<file path="src/core/afs_pkg.sv">
// Package for the amplifier fault supervisor: types, bit positions and timing counts
package afs_pkg;

  // ---------------------------------------------------------------
  // Clock and timing
  // ---------------------------------------------------------------
  localparam int CLK_HZ          = 40000000;   // System clock rate
  localparam int OFFSET_QUAL_MS  = 100;        // Offset must persist this long
  localparam int WINDOW_QUAL_MS  = 100;        // Output in sense window this long
  localparam int OFFSET_QUAL_CYC = (CLK_HZ / 1000) * OFFSET_QUAL_MS;
  localparam int WINDOW_QUAL_CYC = (CLK_HZ / 1000) * WINDOW_QUAL_MS;
  localparam int OC_PERSIST_PWM  = 4;          // PWM periods of cycle-by-cycle limiting
  localparam int DIAG_QUAL_MS    = 100;        // Diagnostic test window
  localparam int DIAG_QUAL_CYC   = (CLK_HZ / 1000) * DIAG_QUAL_MS;
  localparam int CNT_W           = 23;         // Wide enough for 4,000,000

  // ---------------------------------------------------------------
  // Operating mode pins
  // ---------------------------------------------------------------
  localparam logic [1:0] MODE_BUSFREE_NODIAG = 2'h0; // No bus, no power-up diagnostic
  localparam logic [1:0] MODE_BUSFREE_DIAG   = 2'h1; // No bus, automatic diagnostic
  localparam logic [1:0] MODE_BUS_A          = 2'h2; // Bus active
  localparam logic [1:0] MODE_BUS_B          = 2'h3; // Bus active

  // ---------------------------------------------------------------
  // Fault register bit positions
  // ---------------------------------------------------------------
  localparam int F1_SHORT_GND = 0;   // Output shorted to ground
  localparam int F1_SHORT_VS  = 1;   // Output shorted to supply
  localparam int F1_SHORT_LD  = 2;   // Shorted transducer
  localparam int F1_OPEN_LD   = 3;   // Open transducer
  localparam int F1_DIAG_RUN  = 4;   // Diagnostic start / running bit
  localparam int F2_OFFSET    = 0;   // DC offset
  localparam int F2_TWARN     = 1;   // Die temperature warning
  localparam int F2_EXT_TWARN = 2;   // External temperature warning
  localparam int F2_CLIP      = 3;   // Clipping
  localparam int F2_OUT_TRIP  = 4;   // Output current trip
  localparam int F2_SUP_TRIP  = 5;   // Supply current trip
  localparam int FREG_W       = 8;   // Register width
  localparam logic [7:0] FREG_RESET = 8'h00;

  // ---------------------------------------------------------------
  // Grouped analog comparator results
  // ---------------------------------------------------------------
  typedef struct packed {
    logic offset_over;     // |bridge_out_a - bridge_out_b| above 3V
    logic out_in_window;   // Output within +/-1.2V
    logic die_th1;         // Die temperature first threshold
    logic die_th2;         // Die temperature second threshold
    logic ext_th1;         // Thermistor input first threshold
    logic ext_th2;         // Thermistor input second threshold
    logic max_mod;         // Maximum modulation reached
    logic analog_output_clip;       // Analog output clipping
    logic oc_th1;          // Qualified drain-source above first threshold
    logic oc_th2;          // Qualified drain-source above second threshold
    logic sup_over;        // Supply sense above threshold
    logic diag_gnd;        // Diagnostic comparators
    logic diag_vs;
    logic diag_short;
    logic diag_open;
  } afs_sense_t;

  // Diagnostic sequencer states
  typedef enum logic [1:0] {
    AFS_IDLE,
    AFS_TEST,
    AFS_DONE
  } afs_diag_t;

endpackage

</file>
<file path="src/core/afs_supervisor.sv">
// Fault supervisor: latched fault flags, protection actions and fault pins
`timescale 1ns/1ps

module afs_supervisor (
  // Clock, reset, enable
  input  wire logic                   clk_sys,
  input  wire logic                   rst,
  input  wire logic                   clk_en,
  // Mode and straps (pins, asynchronous)
  input  wire logic [1:0]             mode_pins,
  input  wire logic                   latch_enable_strap,
  input  wire logic                   standby,
  input  wire logic                   converter_enable,
  input  wire logic                   pwm_period_tick,
  // Analog comparator results (asynchronous)
  input  wire afs_pkg::afs_sense_t    sense,
  // Host register access (same clock)
  input  wire logic                   wr_reg_one,
  input  wire logic                   wr_reg_two,
  input  wire logic [7:0]             wr_data,
  input  wire logic                   thyristor_enable_bit,
  output logic [7:0]                  fault_reg_one,
  output logic [7:0]                  fault_reg_two,
  // Protection outputs
  output logic                        modulator_tristate,
  output logic                        current_inject,
  output logic                        power_latch_thyristor,
  output logic                        sense_switch_open,
  output logic                        i2c_addr0_force_zero,
  // Open-drain pins: low drive enables
  output logic                        clip_flag_pin_o,
  output logic                        clip_flag_pin_oe,
  output logic                        addr_fault_pin_o,
  output logic                        addr_fault_pin_oe
);

  // ---------------------------------------------------------------
  // Input synchronisers
  // ---------------------------------------------------------------
  localparam int SW = $bits(afs_pkg::afs_sense_t) + 6;
  logic [SW-1:0]       sync1;          // First stage, read only by sync2
  logic [SW-1:0]       sync2;          // Usable stage
  afs_pkg::afs_sense_t s;              // Synchronised comparators
  logic [1:0]          mode_s;         // Synchronised mode pins
  logic                strap_s;        // Synchronised strap
  logic                stby_s;         // Synchronised standby
  logic                tick_s;         // Synchronised PWM tick level
  logic                tick_d;         // Delayed tick for edge

  // Two flops on every pin and comparator input
  always_ff @(posedge clk_sys or posedge rst)
  begin
    if (rst)
    begin
      sync1 <= '0;
      sync2 <= '0;
      tick_d <= 1'b0;
    end
    else if (clk_en)
    begin
      sync1 <= {sense, mode_pins, latch_enable_strap, standby, pwm_period_tick, converter_enable};
      sync2 <= sync1;
      tick_d <= tick_s;
    end
  end

  logic conv_s;                        // Synchronised converter enable
  assign {s, mode_s, strap_s, stby_s, tick_s, conv_s} = sync2;

  // Mode decoding, used in several places
  function automatic logic is_bus(input logic [1:0] m);
    is_bus = (m == afs_pkg::MODE_BUS_A) || (m == afs_pkg::MODE_BUS_B);
  endfunction

  logic bus_mode;                      // Bus operation selected
  logic pwm_edge;                      // One PWM period elapsed
  assign bus_mode = is_bus(mode_s);
  assign pwm_edge = tick_s & ~tick_d;

  // ---------------------------------------------------------------
  // Strap capture after reset release
  // ---------------------------------------------------------------
  logic       strap_taken;             // Strap already sampled
  logic       strap_val;               // Held thyristor enable from strap
  logic [1:0] strap_fill;              // Synchroniser fill marker after reset

  // Sampled once, on the third enabled edge; earlier the sync stages still hold reset zeros
  always_ff @(posedge clk_sys or posedge rst)
  begin
    if (rst)
    begin
      strap_fill  <= 2'h0;
      strap_taken <= 1'b0;
      strap_val   <= 1'b0;
    end
    else if (clk_en)
    begin
      strap_fill <= {strap_fill[0], 1'b1};
      if (strap_fill[1] && !strap_taken)
      begin
        strap_taken <= 1'b1;
        strap_val   <= strap_s;
      end
    end
  end

  logic thyristor_enable;              // Effective enable
  assign thyristor_enable = bus_mode ? thyristor_enable_bit : strap_val;

  // ---------------------------------------------------------------
  // Qualification counters
  // ---------------------------------------------------------------
  logic [afs_pkg::CNT_W-1:0] offset_cnt;   // Offset duration
  logic [afs_pkg::CNT_W-1:0] window_cnt;   // Sense window duration
  logic                      offset_qual;  // Offset held over 100ms
  logic                      window_qual;  // Window held over 100ms

  always_ff @(posedge clk_sys or posedge rst)
  begin
    if (rst)
    begin
      offset_cnt <= '0;
      window_cnt <= '0;
    end
    else if (clk_en)
    begin
      if (!s.offset_over)
        offset_cnt <= '0;
      else if (!offset_qual)
        offset_cnt <= offset_cnt + 1'b1;
      if (!s.out_in_window)
        window_cnt <= '0;
      else if (!window_qual)
        window_cnt <= window_cnt + 1'b1;
    end
  end

  assign offset_qual = (offset_cnt == afs_pkg::CNT_W'(afs_pkg::OFFSET_QUAL_CYC));
  assign window_qual = (window_cnt == afs_pkg::CNT_W'(afs_pkg::WINDOW_QUAL_CYC));

  assign sense_switch_open = window_qual;

  logic sup_event;                     // Qualified supply over-current
  assign sup_event = s.sup_over & window_qual;

  // ---------------------------------------------------------------
  // Power-up diagnostic sequencer
  // ---------------------------------------------------------------
  afs_pkg::afs_diag_t        diag_st;      // Sequencer state
  logic [afs_pkg::CNT_W-1:0] diag_cnt;     // Test window count
  logic                      auto_done;    // Automatic run already made
  logic                      diag_start;   // Start request
  logic [3:0]                diag_hits;    // Live diagnostic comparators
  logic                      diag_on;      // Diagnostic running

  assign diag_hits = {s.diag_open, s.diag_short, s.diag_vs, s.diag_gnd};
  assign diag_start = bus_mode ? (wr_reg_one && wr_data[afs_pkg::F1_DIAG_RUN])
                               : (mode_s == afs_pkg::MODE_BUSFREE_DIAG) && !auto_done && strap_taken;
  assign diag_on = (diag_st == afs_pkg::AFS_TEST);

  // Runs the 100ms window; keeps running while a fault stays
  always_ff @(posedge clk_sys or posedge rst)
  begin
    if (rst)
    begin
      diag_st   <= afs_pkg::AFS_IDLE;
      diag_cnt  <= '0;
      auto_done <= 1'b0;
    end
    else if (clk_en)
    begin
      case (diag_st)
        afs_pkg::AFS_IDLE:
        begin
          diag_cnt <= '0;
          if (diag_start)
          begin
            diag_st   <= afs_pkg::AFS_TEST;
            auto_done <= 1'b1;
          end
        end
        afs_pkg::AFS_TEST:
        begin
          // Window only ends once no fault is seen
          if (diag_hits != 4'h0)
            diag_cnt <= '0;
          else if (diag_cnt == afs_pkg::CNT_W'(afs_pkg::DIAG_QUAL_CYC))
            diag_st <= afs_pkg::AFS_DONE;
          else
            diag_cnt <= diag_cnt + 1'b1;
        end
        afs_pkg::AFS_DONE:
          diag_st <= afs_pkg::AFS_IDLE;
        default:
          diag_st <= afs_pkg::AFS_IDLE;
      endcase
    end
  end

  // ---------------------------------------------------------------
  // Fault register one (diagnostic results)
  // ---------------------------------------------------------------
  // Latch each diagnostic result; set wins over clear
  logic [3:0] diag_flag;               // Latched diagnostic results
  genvar gi;
  generate
    for (gi = 0; gi < 4; gi++)
    begin : g_diag
      always_ff @(posedge clk_sys or posedge rst)
      begin
        if (rst)
          diag_flag[gi] <= 1'b0;
        else if (clk_en)
        begin
          if (diag_on && diag_hits[gi])
            diag_flag[gi] <= 1'b1;
          else if (wr_reg_one && wr_data[gi])
            diag_flag[gi] <= 1'b0;
        end
      end
    end
  endgenerate

  // Running bit reads back the sequencer; one driver for the whole word
  assign fault_reg_one = {3'h0, diag_on, diag_flag};

  // ---------------------------------------------------------------
  // Output over-current persistence
  // ---------------------------------------------------------------
  logic [2:0] oc_cnt;                  // PWM periods at second threshold
  logic       oc_trip2;                // Persisted beyond limit
  logic       oc_latched;              // Thyristor path latched off

  always_ff @(posedge clk_sys or posedge rst)
  begin
    if (rst)
      oc_cnt <= 3'h0;
    else if (clk_en)
    begin
      if (!s.oc_th2)
        oc_cnt <= 3'h0;
      else if (pwm_edge && !oc_trip2)
        oc_cnt <= oc_cnt + 3'h1;
    end
  end

  // More than four periods
  assign oc_trip2 = (oc_cnt > 3'(afs_pkg::OC_PERSIST_PWM));
  assign current_inject = s.oc_th1;

  // ---------------------------------------------------------------
  // Fault register two (operating faults)
  // ---------------------------------------------------------------
  logic [5:0] f2_set;                  // Set events per flag
  logic       clip_now;                // Instantaneous clip

  assign clip_now = s.max_mod | s.oc_th1 | s.analog_output_clip;
  assign f2_set[afs_pkg::F2_OFFSET]    = offset_qual;   // Offset latch
  assign f2_set[afs_pkg::F2_TWARN]     = s.die_th1;     // Die warning
  assign f2_set[afs_pkg::F2_EXT_TWARN] = s.ext_th1;     // External warning
  assign f2_set[afs_pkg::F2_CLIP]      = clip_now;
  assign f2_set[afs_pkg::F2_OUT_TRIP]  = s.oc_th1;      // Trip flag
  assign f2_set[afs_pkg::F2_SUP_TRIP]  = sup_event;     // Supply trip

  logic [5:0] op_flag;                 // Latched operating faults

  generate
    for (gi = 0; gi < 6; gi++)
    begin : g_f2
      always_ff @(posedge clk_sys or posedge rst)
      begin
        if (rst)
          op_flag[gi] <= 1'b0;
        else if (clk_en)
        begin
          if (f2_set[gi])
            op_flag[gi] <= 1'b1;
          else if (wr_reg_two && wr_data[gi])
            op_flag[gi] <= 1'b0;
        end
      end
    end
  endgenerate
  assign fault_reg_two = {2'h0, op_flag};

  // ---------------------------------------------------------------
  // Offset lock in bus-free mode
  // ---------------------------------------------------------------
  logic offset_hold;                   // Offset held until standby

  always_ff @(posedge clk_sys or posedge rst)
  begin
    if (rst)
      offset_hold <= 1'b0;
    else if (clk_en)
    begin
      if (offset_qual && !bus_mode)
        offset_hold <= 1'b1;
      else if (stby_s)
        offset_hold <= 1'b0;
    end
  end

  // ---------------------------------------------------------------
  // Thyristor and tristate
  // ---------------------------------------------------------------
  logic fire_req;                      // Fire condition this cycle

  assign fire_req = thyristor_enable & (s.die_th2 | s.ext_th2 | oc_trip2 | sup_event);

  // Stays fired until power is removed; reset stands for power-up
  always_ff @(posedge clk_sys or posedge rst)
  begin
    if (rst)
    begin
      power_latch_thyristor <= 1'b0;
      oc_latched <= 1'b0;
    end
    else if (clk_en)
    begin
      if (fire_req)
        power_latch_thyristor <= 1'b1;
      if (oc_trip2 && thyristor_enable)
        oc_latched <= 1'b1;
    end
  end

  // Registered tristate; flag clear releases offset in bus mode
  always_ff @(posedge clk_sys or posedge rst)
  begin
    if (rst)
      modulator_tristate <= 1'b0;
    else if (clk_en)
      modulator_tristate <= diag_on | oc_latched | offset_hold | offset_qual
                          | (bus_mode & fault_reg_two[afs_pkg::F2_OFFSET]);
  end

  // ---------------------------------------------------------------
  // Fault and clip pins
  // ---------------------------------------------------------------
  logic fault_any;                     // Bus-free fault pin source
  logic clip_pin_act;                  // Clip pin asserted
  logic fault_pin_act;                 // Fault pin asserted

  assign fault_any = (|fault_reg_one[3:0]) | s.die_th1 | s.ext_th1 | sup_event
                   | offset_hold | offset_qual;

  // Pins are registered so they never glitch
  always_ff @(posedge clk_sys or posedge rst)
  begin
    if (rst)
    begin
      clip_pin_act  <= 1'b0;
      fault_pin_act <= 1'b0;
    end
    else if (clk_en)
    begin
      clip_pin_act <= !bus_mode && clip_now;
      // Fault pin as clip while the converter is enabled, in either mode
      if (conv_s)
        fault_pin_act <= clip_now;
      else if (!bus_mode)
        fault_pin_act <= fault_any;
      else
        fault_pin_act <= 1'b0;
    end
  end

  assign i2c_addr0_force_zero = bus_mode & conv_s;
  // Open drain: pull low when asserted
  assign clip_flag_pin_o   = 1'b0;
  assign clip_flag_pin_oe  = clip_pin_act;
  assign addr_fault_pin_o  = 1'b0;
  assign addr_fault_pin_oe = fault_pin_act;

endmodule

</file>
<file path="config.mk">
export PLATFORM = sky130hd
export DESIGN_NAME = afs_supervisor
export DESIGN_NICKNAME = d
export VERILOG_FILES = /design/src/core/afs_pkg.sv /design/src/core/afs_supervisor.sv
export SDC_FILE = /design/constraint.sdc
export NUM_CORES = 1
export LEC_CHECK = 0
export BUFFER_PORTS_ARGS = -buffer_cell sky130_fd_sc_hd__buf_2
export CAP_MARGIN = 20
export CELL_PAD_IN_SITES_DETAIL_PLACEMENT = 0
export CELL_PAD_IN_SITES_GLOBAL_PLACEMENT = 2
export CORE_ASPECT_RATIO = 0.8
export CORE_UTILIZATION = 36
export CTS_BUF_LIST = sky130_fd_sc_hd__clkbuf_8
export CTS_CLUSTER_DIAMETER = 40
export DETAILED_ROUTE_END_ITERATION = 8
export GPL_ROUTABILITY_DRIVEN = 0
export PLACE_DENSITY = 0.75
export SETUP_SLACK_MARGIN = 0.1
export SYNTH_ARGS = -nofsm -noshare
export SYNTH_HDL_FRONTEND = slang
export SYNTH_SLANG_ARGS = --single-unit
</file>
<file path="constraint.sdc">
create_clock -name clk_sys -period 4.2 [get_ports clk_sys]
set_input_delay 0.84 -clock clk_sys [delete_from_list [all_inputs] [get_ports clk_sys]]
set_output_delay 0.84 -clock clk_sys [all_outputs]
set_load 0.02 [all_outputs]
</file>
==> results of run 1 <==
[report_power, final]
part	total, µW	leakage (µW)	internal [µW]	switching, µW
registers	1490	0.00176	1410	78.3
logic	311	0.00125	128	183
clock network	1120	0.000201	510	605
[state kept, by name, summed over array words and instances, names as in the netlist, 2 cells and up]
name           cells
diag_cnt          23
diag_st            2
fault_reg_one      4
fault_reg_two      6
oc_cnt             3
offset_cnt        23
strap_fill         2
sync1             21
sync2             21
window_cnt        23
[synth_stat cells, types with 4 or more instances]
| cell type | n |
|---|---|
| buf_4 | 9 |
| a31oi_1 | 9 |
| nor4_1 | 7 |
| nand2_1 | 69 |
| nand3_1 | 38 |
| nor2_1 | 50 |
| and2_1 | 4 |
| xor2_1 | 20 |
| o22ai_1 | 6 |
| and3_1 | 8 |
| dfrtp_1 | 138 |
| inv_1 | 20 |
| nand2b_1 | 5 |
| o2bb2ai_1 | 7 |
| clkbuf_1 | 22 |
| o211ai_1 | 5 |
| nand4_1 | 21 |
| a22o_1 | 9 |
| ha_1 | 8 |
| o31ai_1 | 15 |
| mux2_2 | 43 |
| a32o_1 | 4 |
| o21ai_0 | 31 |
| nor3_1 | 10 |
| mux2i_1 | 9 |
| nor4b_1 | 6 |
| a21oi_1 | 11 |
| nor2b_1 | 5 |
[metrics by stage]
step	hold WS, ns	instance area (µm²)	instances	worst slack (ns)	total power, µW
after floorplan	0.431	6770	657	1.64	1720
after global placement	0.445	7210	931	1.30	1820
after detailed placement	0.448	7210	931	1.24	1830
after CTS	0.443	7610	963	1.37	2960
after global routing	0.473	7610	963	1.24	3070
final	0.449	7610	963	1.43	2920
[worst paths after layout]
check / start / cells after the start / to
worst max-delay path: window_cnt[6] / 5 / sense_switch_open
worst min-delay path: rst / 2 / window_cnt[10]
worst max register to register: offset_cnt[0] / 7 / offset_cnt[13]
worst min register to register: strap_fill[0] / 1 / strap_fill[0]
max in group asynchronous: rst / 3 / diag_cnt[17]
min in group clk_sys: strap_fill[0] / 1 / strap_fill[0]
[metal layers]
layer	vias up	GRT usage, %
li1	2437	-
met1	2533	24.9
met2	102	26.1
met3	14	4.28
met4	0	5.24
met5	-	0
[logic make-up (layout without fill, tap and decap cells)]
family | Yosys count | in the layout | share of synthesized area, %
compound gates | 119 | 119 | 12.3
other cells | 1 | 7 | 0.0556
fa+ha+maj | 8 | 8 | 1.49
xor+xnor | 23 | 23 | 2.99
mux | 52 | 52 | 8.52
flops | 138 | 138 | 51.2
simple gates | 252 | 252 | 19.4
buf+inv | 58 | 111 | 3.97
[critical path: stages (launching register included)]
cell	delay, ns
dfrtp_1	0.44
nor4b_1	0.33
nand4_1	0.17
nor3_2	0.19
buf_4	0.17
buf_2	0.17
[final cells by class]
cell class | count | area, µm²
multi-input combinational | 461 | 3040
tap | 253 | 317
fill | 1762 | 10600
clock buffer | 18 | 248
inverter | 23 | 90.1
clock inverter | 14 | 150
timing repair buffer | 56 | 310
sequential | 138 | 3450
[cells in the final DEF (no fill, tap or decap), types with 18 or more instances in the layout]
cell        n
dfrtp_1   138
nand2_1    69
nor2_1     50
buf_2      49
mux2_2     43
nand3_1    38
o21ai_0    31
nand4_1    21
xor2_1     20
inv_1      19
clkbuf_8   18
==> results.ini, run 1 <==
[run_status]
status=finished, final reports clean

[logic_synthesis]
ys_ff_latch=138
syn_area_um2=6740
yosys.area.top_type=dfrtp_1
synthCells=651
synth.area.top_cells=dfrtp_1, mux2_2, nand2_1, nand3_1, nor2_1
synth-seq-area-share_pct=51.2
async_reset_ff_share_pct=100
ys_warn_count=0
synth_top_cell_area_share_pct=51.2
ys.flop_type=dfrtp_1
avgSynthCellArea_um2=10.4
synth-edff-count=0
synthDistinctLibCells=65

[die]
coreArea_um2=18200
fp.dieH_um=124
dieArea_um2=19300
start_util_pct=37.0
io_pins=60
rows=44
dieWidth_um=155

[clock_tree]
htreeDepth=4
tritoncts=built
worstSkewPairLatency_ns=0.46
hold_buffers=0
post-cts-setup-buffer-count=0
clockBufferDepth=2
clk_pin_slew_worst_paths_ns=0.09
clockRootBuffer=clkbuf_8
cts_buffers=17
cts_resized=0
cts.sinks=138

[drt]
ant_nets=0
route.met3.wl_um=674
remaining_drc_errors=0
avgViaCountPerCell=5.28
drtIter0Drc=324
dr.pass1.iters=4
m1WireLength_mm=7.82
wl_per_cell_um=16.1
met2_length_mm=6.83
routed_wl_mm=15.5
top_layer_used=met4
num_vias=5086

[setup_path]
crit_path_max_fanout=6
critPathLaunchType=flip-flop
r2r_setup_slack_ns=1.81
worst-setup-path-type=flip-flop to primary output
endpoint_kind=primary output
cp_data_arrival_time_ns=1.93
critPathRequiredTime_ns=3.36

[global_routing]
grt_first_pass_wirelength_mm=26.6
grt_start_max_net_pins=75
grt-ovfl-total=0
groute.usage.overall_pct=17.5
antenna_found_initial=0
grt_pass1_vias=5155

[timing]
drv_slew=0
max_slew_margin_pct=43.0
tightestPinTransition_ns=0.847
fin_skew_ns=0.0215
post-route-period-util_pct=65.9
fmaxAchievable_ghz=0.361
hold_viol=0
rsz0062_at_grt=no
setup_viol=0
fin_tns_setup_ns=0
fin_crit_ns=2.77

[place]
numPortBuffers=50
dp_hpwl_mm=10.4

[min_path]
hold_class=input port to async pin

[finish]
finalNetCount=740
final_util_pct=41.8
antenna_cells=0
final_layout_size_suffix_gt1_share_pct=20.7
syn_to_final_growth_pct=12.9

[power]
ir_drop_v=0.000160
power.density_nw_per_um2=383
p_leak_uw=0.00322

[flow_run]
maxCapViolations=0

Power figures use the tool's default switching activity.
==> inputs of run 2 (changes only) <==
CORE_UTILIZATION = 40   (was 36)
PLACE_DENSITY = 0.8   (was 0.75)
clock period = 2.8 ns   (was 4.2 ns; I/O delays follow)
==> run 2 against run 1 <==
Critical path depth down 1. Worst setup slack worse by 1.2 ns. Count of clock-buffer cells in the layout did not move. Final area decreased by 0.77%.
==> results.ini, run 2 (synthesis results as in run 1) <==
[die]
io_pins=60
rows=42
fp.dieH_um=118
coreArea_um2=16500
dieWidth_um=147
start_util_pct=40.8
dieArea_um2=17400

[setup_path]
reg2reg_from=diag_cnt[0]
rr_worst_depth=7
r2r_setup_slack_ns=0.45
cp_data_arrival_time_ns=1.97
crit_path_max_fanout=5
critPathLaunchType=flip-flop
endpoint_kind=primary output
worst-setup-path-type=flip-flop to primary output
r2r-end=diag_cnt[1]
critPathRequiredTime_ns=2.24

[timing]
drv_slew=0
hold_viol=0
fin_tns_setup_ns=0
fin_crit_ns=2.53
fin_skew_ns=0.0122
max_slew_margin_pct=27.0
tightestPinTransition_ns=1.09
post-route-period-util_pct=90.2
rsz0062_at_grt=no
setup_viol=0
fmaxAchievable_ghz=0.396

[global_routing]
grt_pass1_vias=4884
antenna_found_initial=0
grt-ovfl-total=0
grt_start_max_net_pins=139
grt_first_pass_wirelength_mm=25.1
groute.usage.overall_pct=18.4

[power]
p_leak_uw=0.00321
ir_drop_v=0.000335
power.density_nw_per_um2=566

[min_path]
hold_class=input port to async pin

[drt]
avgViaCountPerCell=5.52
remaining_drc_errors=0
ant_nets=0
dr.pass1.iters=5
wl_per_cell_um=16.2
num_vias=5136
drtIter0Drc=319
routed_wl_mm=15.1

[finish]
final_cell_mix=dfrtp_1, nand2_1, nor2_1
final_util_pct=45.8
syn_to_final_growth_pct=12.0
antenna_cells=0
final_common_cell=dfrtp_1
fillCellCount=1590
finalNetCount=741
final_layout_size_suffix_gt1_share_pct=20.8
top_regs=diag_cnt x23, offset_cnt x23, window_cnt x23

[clock_tree]
post-cts-setup-buffer-count=0
hold_buffers=0
clk_pin_slew_worst_paths_ns=0.09
clockRootBuffer=clkbuf_8
htreeDepth=4
cts.sinks=138
clockBufferDepth=2
worstSkewPairLatency_ns=0.47
cts_resized=0
cts_buffers=17
tritoncts=built

[flow_run]
maxCapViolations=0

[place]
numPortBuffers=50
dp_hpwl_mm=10.0

[run_status]
status=finished, final reports clean

==> run 2: final cells by class <==
| type | instances | area (µm²) | area share (%) |
|---|---|---|---|
| multi-input cells | 461 | 3040 | 40.3 |
| inverters | 23 | 90.1 | 1.19 |
| repair buffers | 57 | 318 | 4.21 |
| flip-flops and latches | 138 | 3450 | 45.7 |
| clock buffers | 18 | 248 | 3.28 |
| clock inverters | 14 | 125 | 1.66 |
| well taps | 220 | 275 | 3.65 |
==> run 2: worst max-delay path, cell delays in order, from the launching register on <==
cell and delay [ns]:
dfrtp_1 0.44, nor4_1 0.34, nand4_1 0.17, nor3_2 0.32, buf_2 0.24
==> run 2: per-layer routing <==
| metal | global-route usage [%] | wire length [µm] | up-vias |
|---|---|---|---|
| met5 | 0 | 0 | - |
| met4 | 6.83 | 237 | 0 |
| met3 | 4.88 | 672 | 19 |
| met2 | 26.7 | 6780 | 123 |
| met1 | 26.3 | 7400 | 2549 |
| li1 | - | - | 2445 |
==> run 2: through the flow <==
stage	worst slack, ns	instance area [µm²]	std cells	hold slack (ns)	power (µW)
after floorplan	0.519	6770	657	0.431	2580
after global placement	0.460	7180	899	0.448	2730
after detailed placement	0.360	7180	899	0.453	2750
after CTS	0.236	7550	931	0.285	4340
after global routing	0.120	7550	931	0.295	4490
final	0.273	7550	931	0.272	4270
==> run 2: how the worst max path moves through the flow <==
stage             startpoint                 to
3_5_place_dp          clk_en        diag_cnt[2]
3_3_place_gp          clk_en        diag_cnt[2]
4_1_cts        window_cnt[6]  sense_switch_open
5_1_grt        window_cnt[6]  sense_switch_open
6_report       window_cnt[3]  sense_switch_open
2_1_floorplan            rst  addr_fault_pin_oe
==> run 2: power breakdown <==
| part | switching, µW | leakage [µW] | internal [µW] |
|---|---|---|---|
| Clock | 896 | 0.000192 | 673 |
| Sequential | 117 | 0.00176 | 2120 |
| Combinational | 273 | 0.00126 | 192 |
| Total | 1290 | 0.00321 | 2980 |
==> inputs of run 3 (changes only) <==
ABC_AREA = 1   (was unset)
CORE_UTILIZATION = 36   (was 40)
==> run 3 against run 2 <==
Highest routed layer unchanged. Routed wire length is 33% higher. Register-to-register slack better by 0.24 ns. Sequential share of layout area is 5.4 points lower. Worst hold slack worse by 0.20 ns. Power is 4.3% higher. Critical path depth is 2 higher. Final area is 13% higher. Sequential cell count stayed put. Global-route usage is 1.4 points higher. Via count is 29% higher.
==> results.ini, run 3 <==
[setup_path]
crit_path_max_fanout=5
critPathRequiredTime_ns=2.24
crit_slowest_cell=dfrtp_1
cp_slowest_stage_delay_ns=0.44
cp_cell_sequence=inv_1 -> ha_1 -> nand4_1 -> nand3b_1 -> nor2_2 -> buf_2
cp_num_buf_inv=2
reg2reg_from=diag_cnt[0]
endpoint_kind=primary output
cp_data_arrival_time_ns=1.94
worst-setup-path-type=flip-flop to primary output
path_delay_family=simple AND/OR/NAND/NOR gates
timing.critical_path.from=window_cnt[0]
critPathLaunchType=flip-flop

[die]
dieArea_um2=21800
io_pins=60
coreArea_um2=20800
fp.dieH_um=132
start_util_pct=36.8
dieWidth_um=165
rows=47

[drt]
wl_per_cell_um=14.4
drtIter0Drc=377
avgViaCountPerCell=4.77
remaining_drc_errors=0
ant_nets=0
dr.pass1.iters=5
routed_wl_mm=20.0
num_vias=6610

[timing]
rsz0062_at_grt=no
post-route-period-util_pct=89.4
tightestPinTransition_ns=0.556
drv_slew=0
fin_tns_setup_ns=0
fin_crit_ns=2.50
hold_viol=0
max_slew_margin_pct=62.6
setup_viol=0
fin_skew_ns=0.0164
fin_hold_ws_ns=0.0738
fmaxAchievable_ghz=0.400

[logic_synthesis]
synth-seq-area-share_pct=45.2
synthCells=1055
synth_common_cells=nand2_1, dfrtp_1, nor2_1, nand3_1, inv_1
synth_top_cell_area_share_pct=45.2
ys_warn_count=0
ys.flop_type=dfrtp_1
yosysMostFrequentCell=nand2_1
syn_area_um2=7650
yosys.area.top_type=dfrtp_1
async_reset_ff_share_pct=100
synth.area.top_cells=dfrtp_1, nand2_1, nand3_1, o21ai_0, nor2_1
avgSynthCellArea_um2=7.25
synth-edff-count=0
synthDistinctLibCells=34
ys_ff_latch=138

[clock_tree]
clockRootBuffer=clkbuf_8
worstSkewPairLatency_ns=0.47
htreeDepth=4
cts_buffers=17
clockBufferDepth=2
clk_pin_slew_worst_paths_ns=0.10
post-cts-setup-buffer-count=0
tritoncts=built
cts.sinks=138

[finish]
final_cell_mix=nand2_1, dfrtp_1, nor2_1
antenna_cells=0
final_util_pct=41.3
final_layout_size_suffix_gt1_share_pct=10.3
final_common_cell=nand2_1
top_regs=diag_cnt x23, offset_cnt x23, window_cnt x23
finalNetCount=1147
syn_to_final_growth_pct=12.1

[power]
power.density_nw_per_um2=520
ir_drop_v=0.000232
p_leak_uw=0.00388

[global_routing]
antenna_found_initial=1
grt_start_max_net_pins=85
grt-ovfl-total=0
groute.usage.overall_pct=19.8
grt_first_pass_wirelength_mm=33.6
grt_pass1_vias=6263

[min_path]
hold_class=input port to async pin

[place]
numPortBuffers=50
dp_hpwl_mm=14.3

[flow_run]
maxCapViolations=0

[run_status]
status=finished, final reports clean

-- run 3: final timing paths --
path	depth (start not counted)	end	slack (ns)
max	6	sense_switch_open	0.30
min	2	offset_cnt[18]	0.07
max reg2reg	9	diag_cnt[22]	0.69
min reg2reg	2	strap_fill[0]	0.46
max in group asynchronous	3	offset_hold	1.99
min in group clk_sys	3	sync1[14]	0.28
-- run 3: what timing repair did --
| action | CTS | global route |
|---|---|---|
| hold endpoints to repair | 0 | 0 |
| setup endpoints to repair | 0 | 1 |
| hold buffers | 0 | 0 |
| resized for setup | 0 | 1 |
-- run 3: layer usage --
layer	share of wire [%]	GRT usage (%)	vias to the layer above	routed length, µm
met4	0.59	3.82	0	118
met2	40	27.1	85	8070
met3	3.2	4.69	7	645
li1	-	-	3458	-
met5	0	0	-	0
met1	56	31.2	3060	11200
-- run 3: logic make-up (layout without fill, tap and decap cells) --
group	after synthesis	in the layout	share of synthesized area (%)
simple gates	628	628	34.5
buf+inv	143	199	8.16
flops	138	138	45.2
compound gates	107	107	7.35
xor+xnor	30	30	3.44
fa+ha+maj	8	8	1.31
other cells	1	7	0.0490
-- run 3: layout make-up --
class                      count  area, µm²
clock buffer                  17        234
tap                          269        337
sequential                   138       3450
multi-input combinational    780       3590
inverter                     104        399
clock inverter                15        191
timing repair buffer          63        360
fill                        2220      12200
-- run 3: power breakdown --
| part | total, µW | internal (µW) | switching, µW |
|---|---|---|---|
| Combinational | 470 | 131 | 339 |
| Sequential | 2170 | 2090 | 70.3 |
| Clock | 1820 | 849 | 970 |
-- run 3: stage by stage --
step / instance area (µm²) / instances / total power (µW) / setup WS (ns)
after floorplan: 7670 / 1061 / 2520 / 0.519
after global routing: 8570 / 1386 / 4670 / 0.125
after detailed placement: 8140 / 1354 / 2680 / 0.654
final: 8570 / 1386 / 4450 / 0.297
after global placement: 8140 / 1354 / 2680 / 0.703
after CTS: 8570 / 1386 / 4520 / 0.204
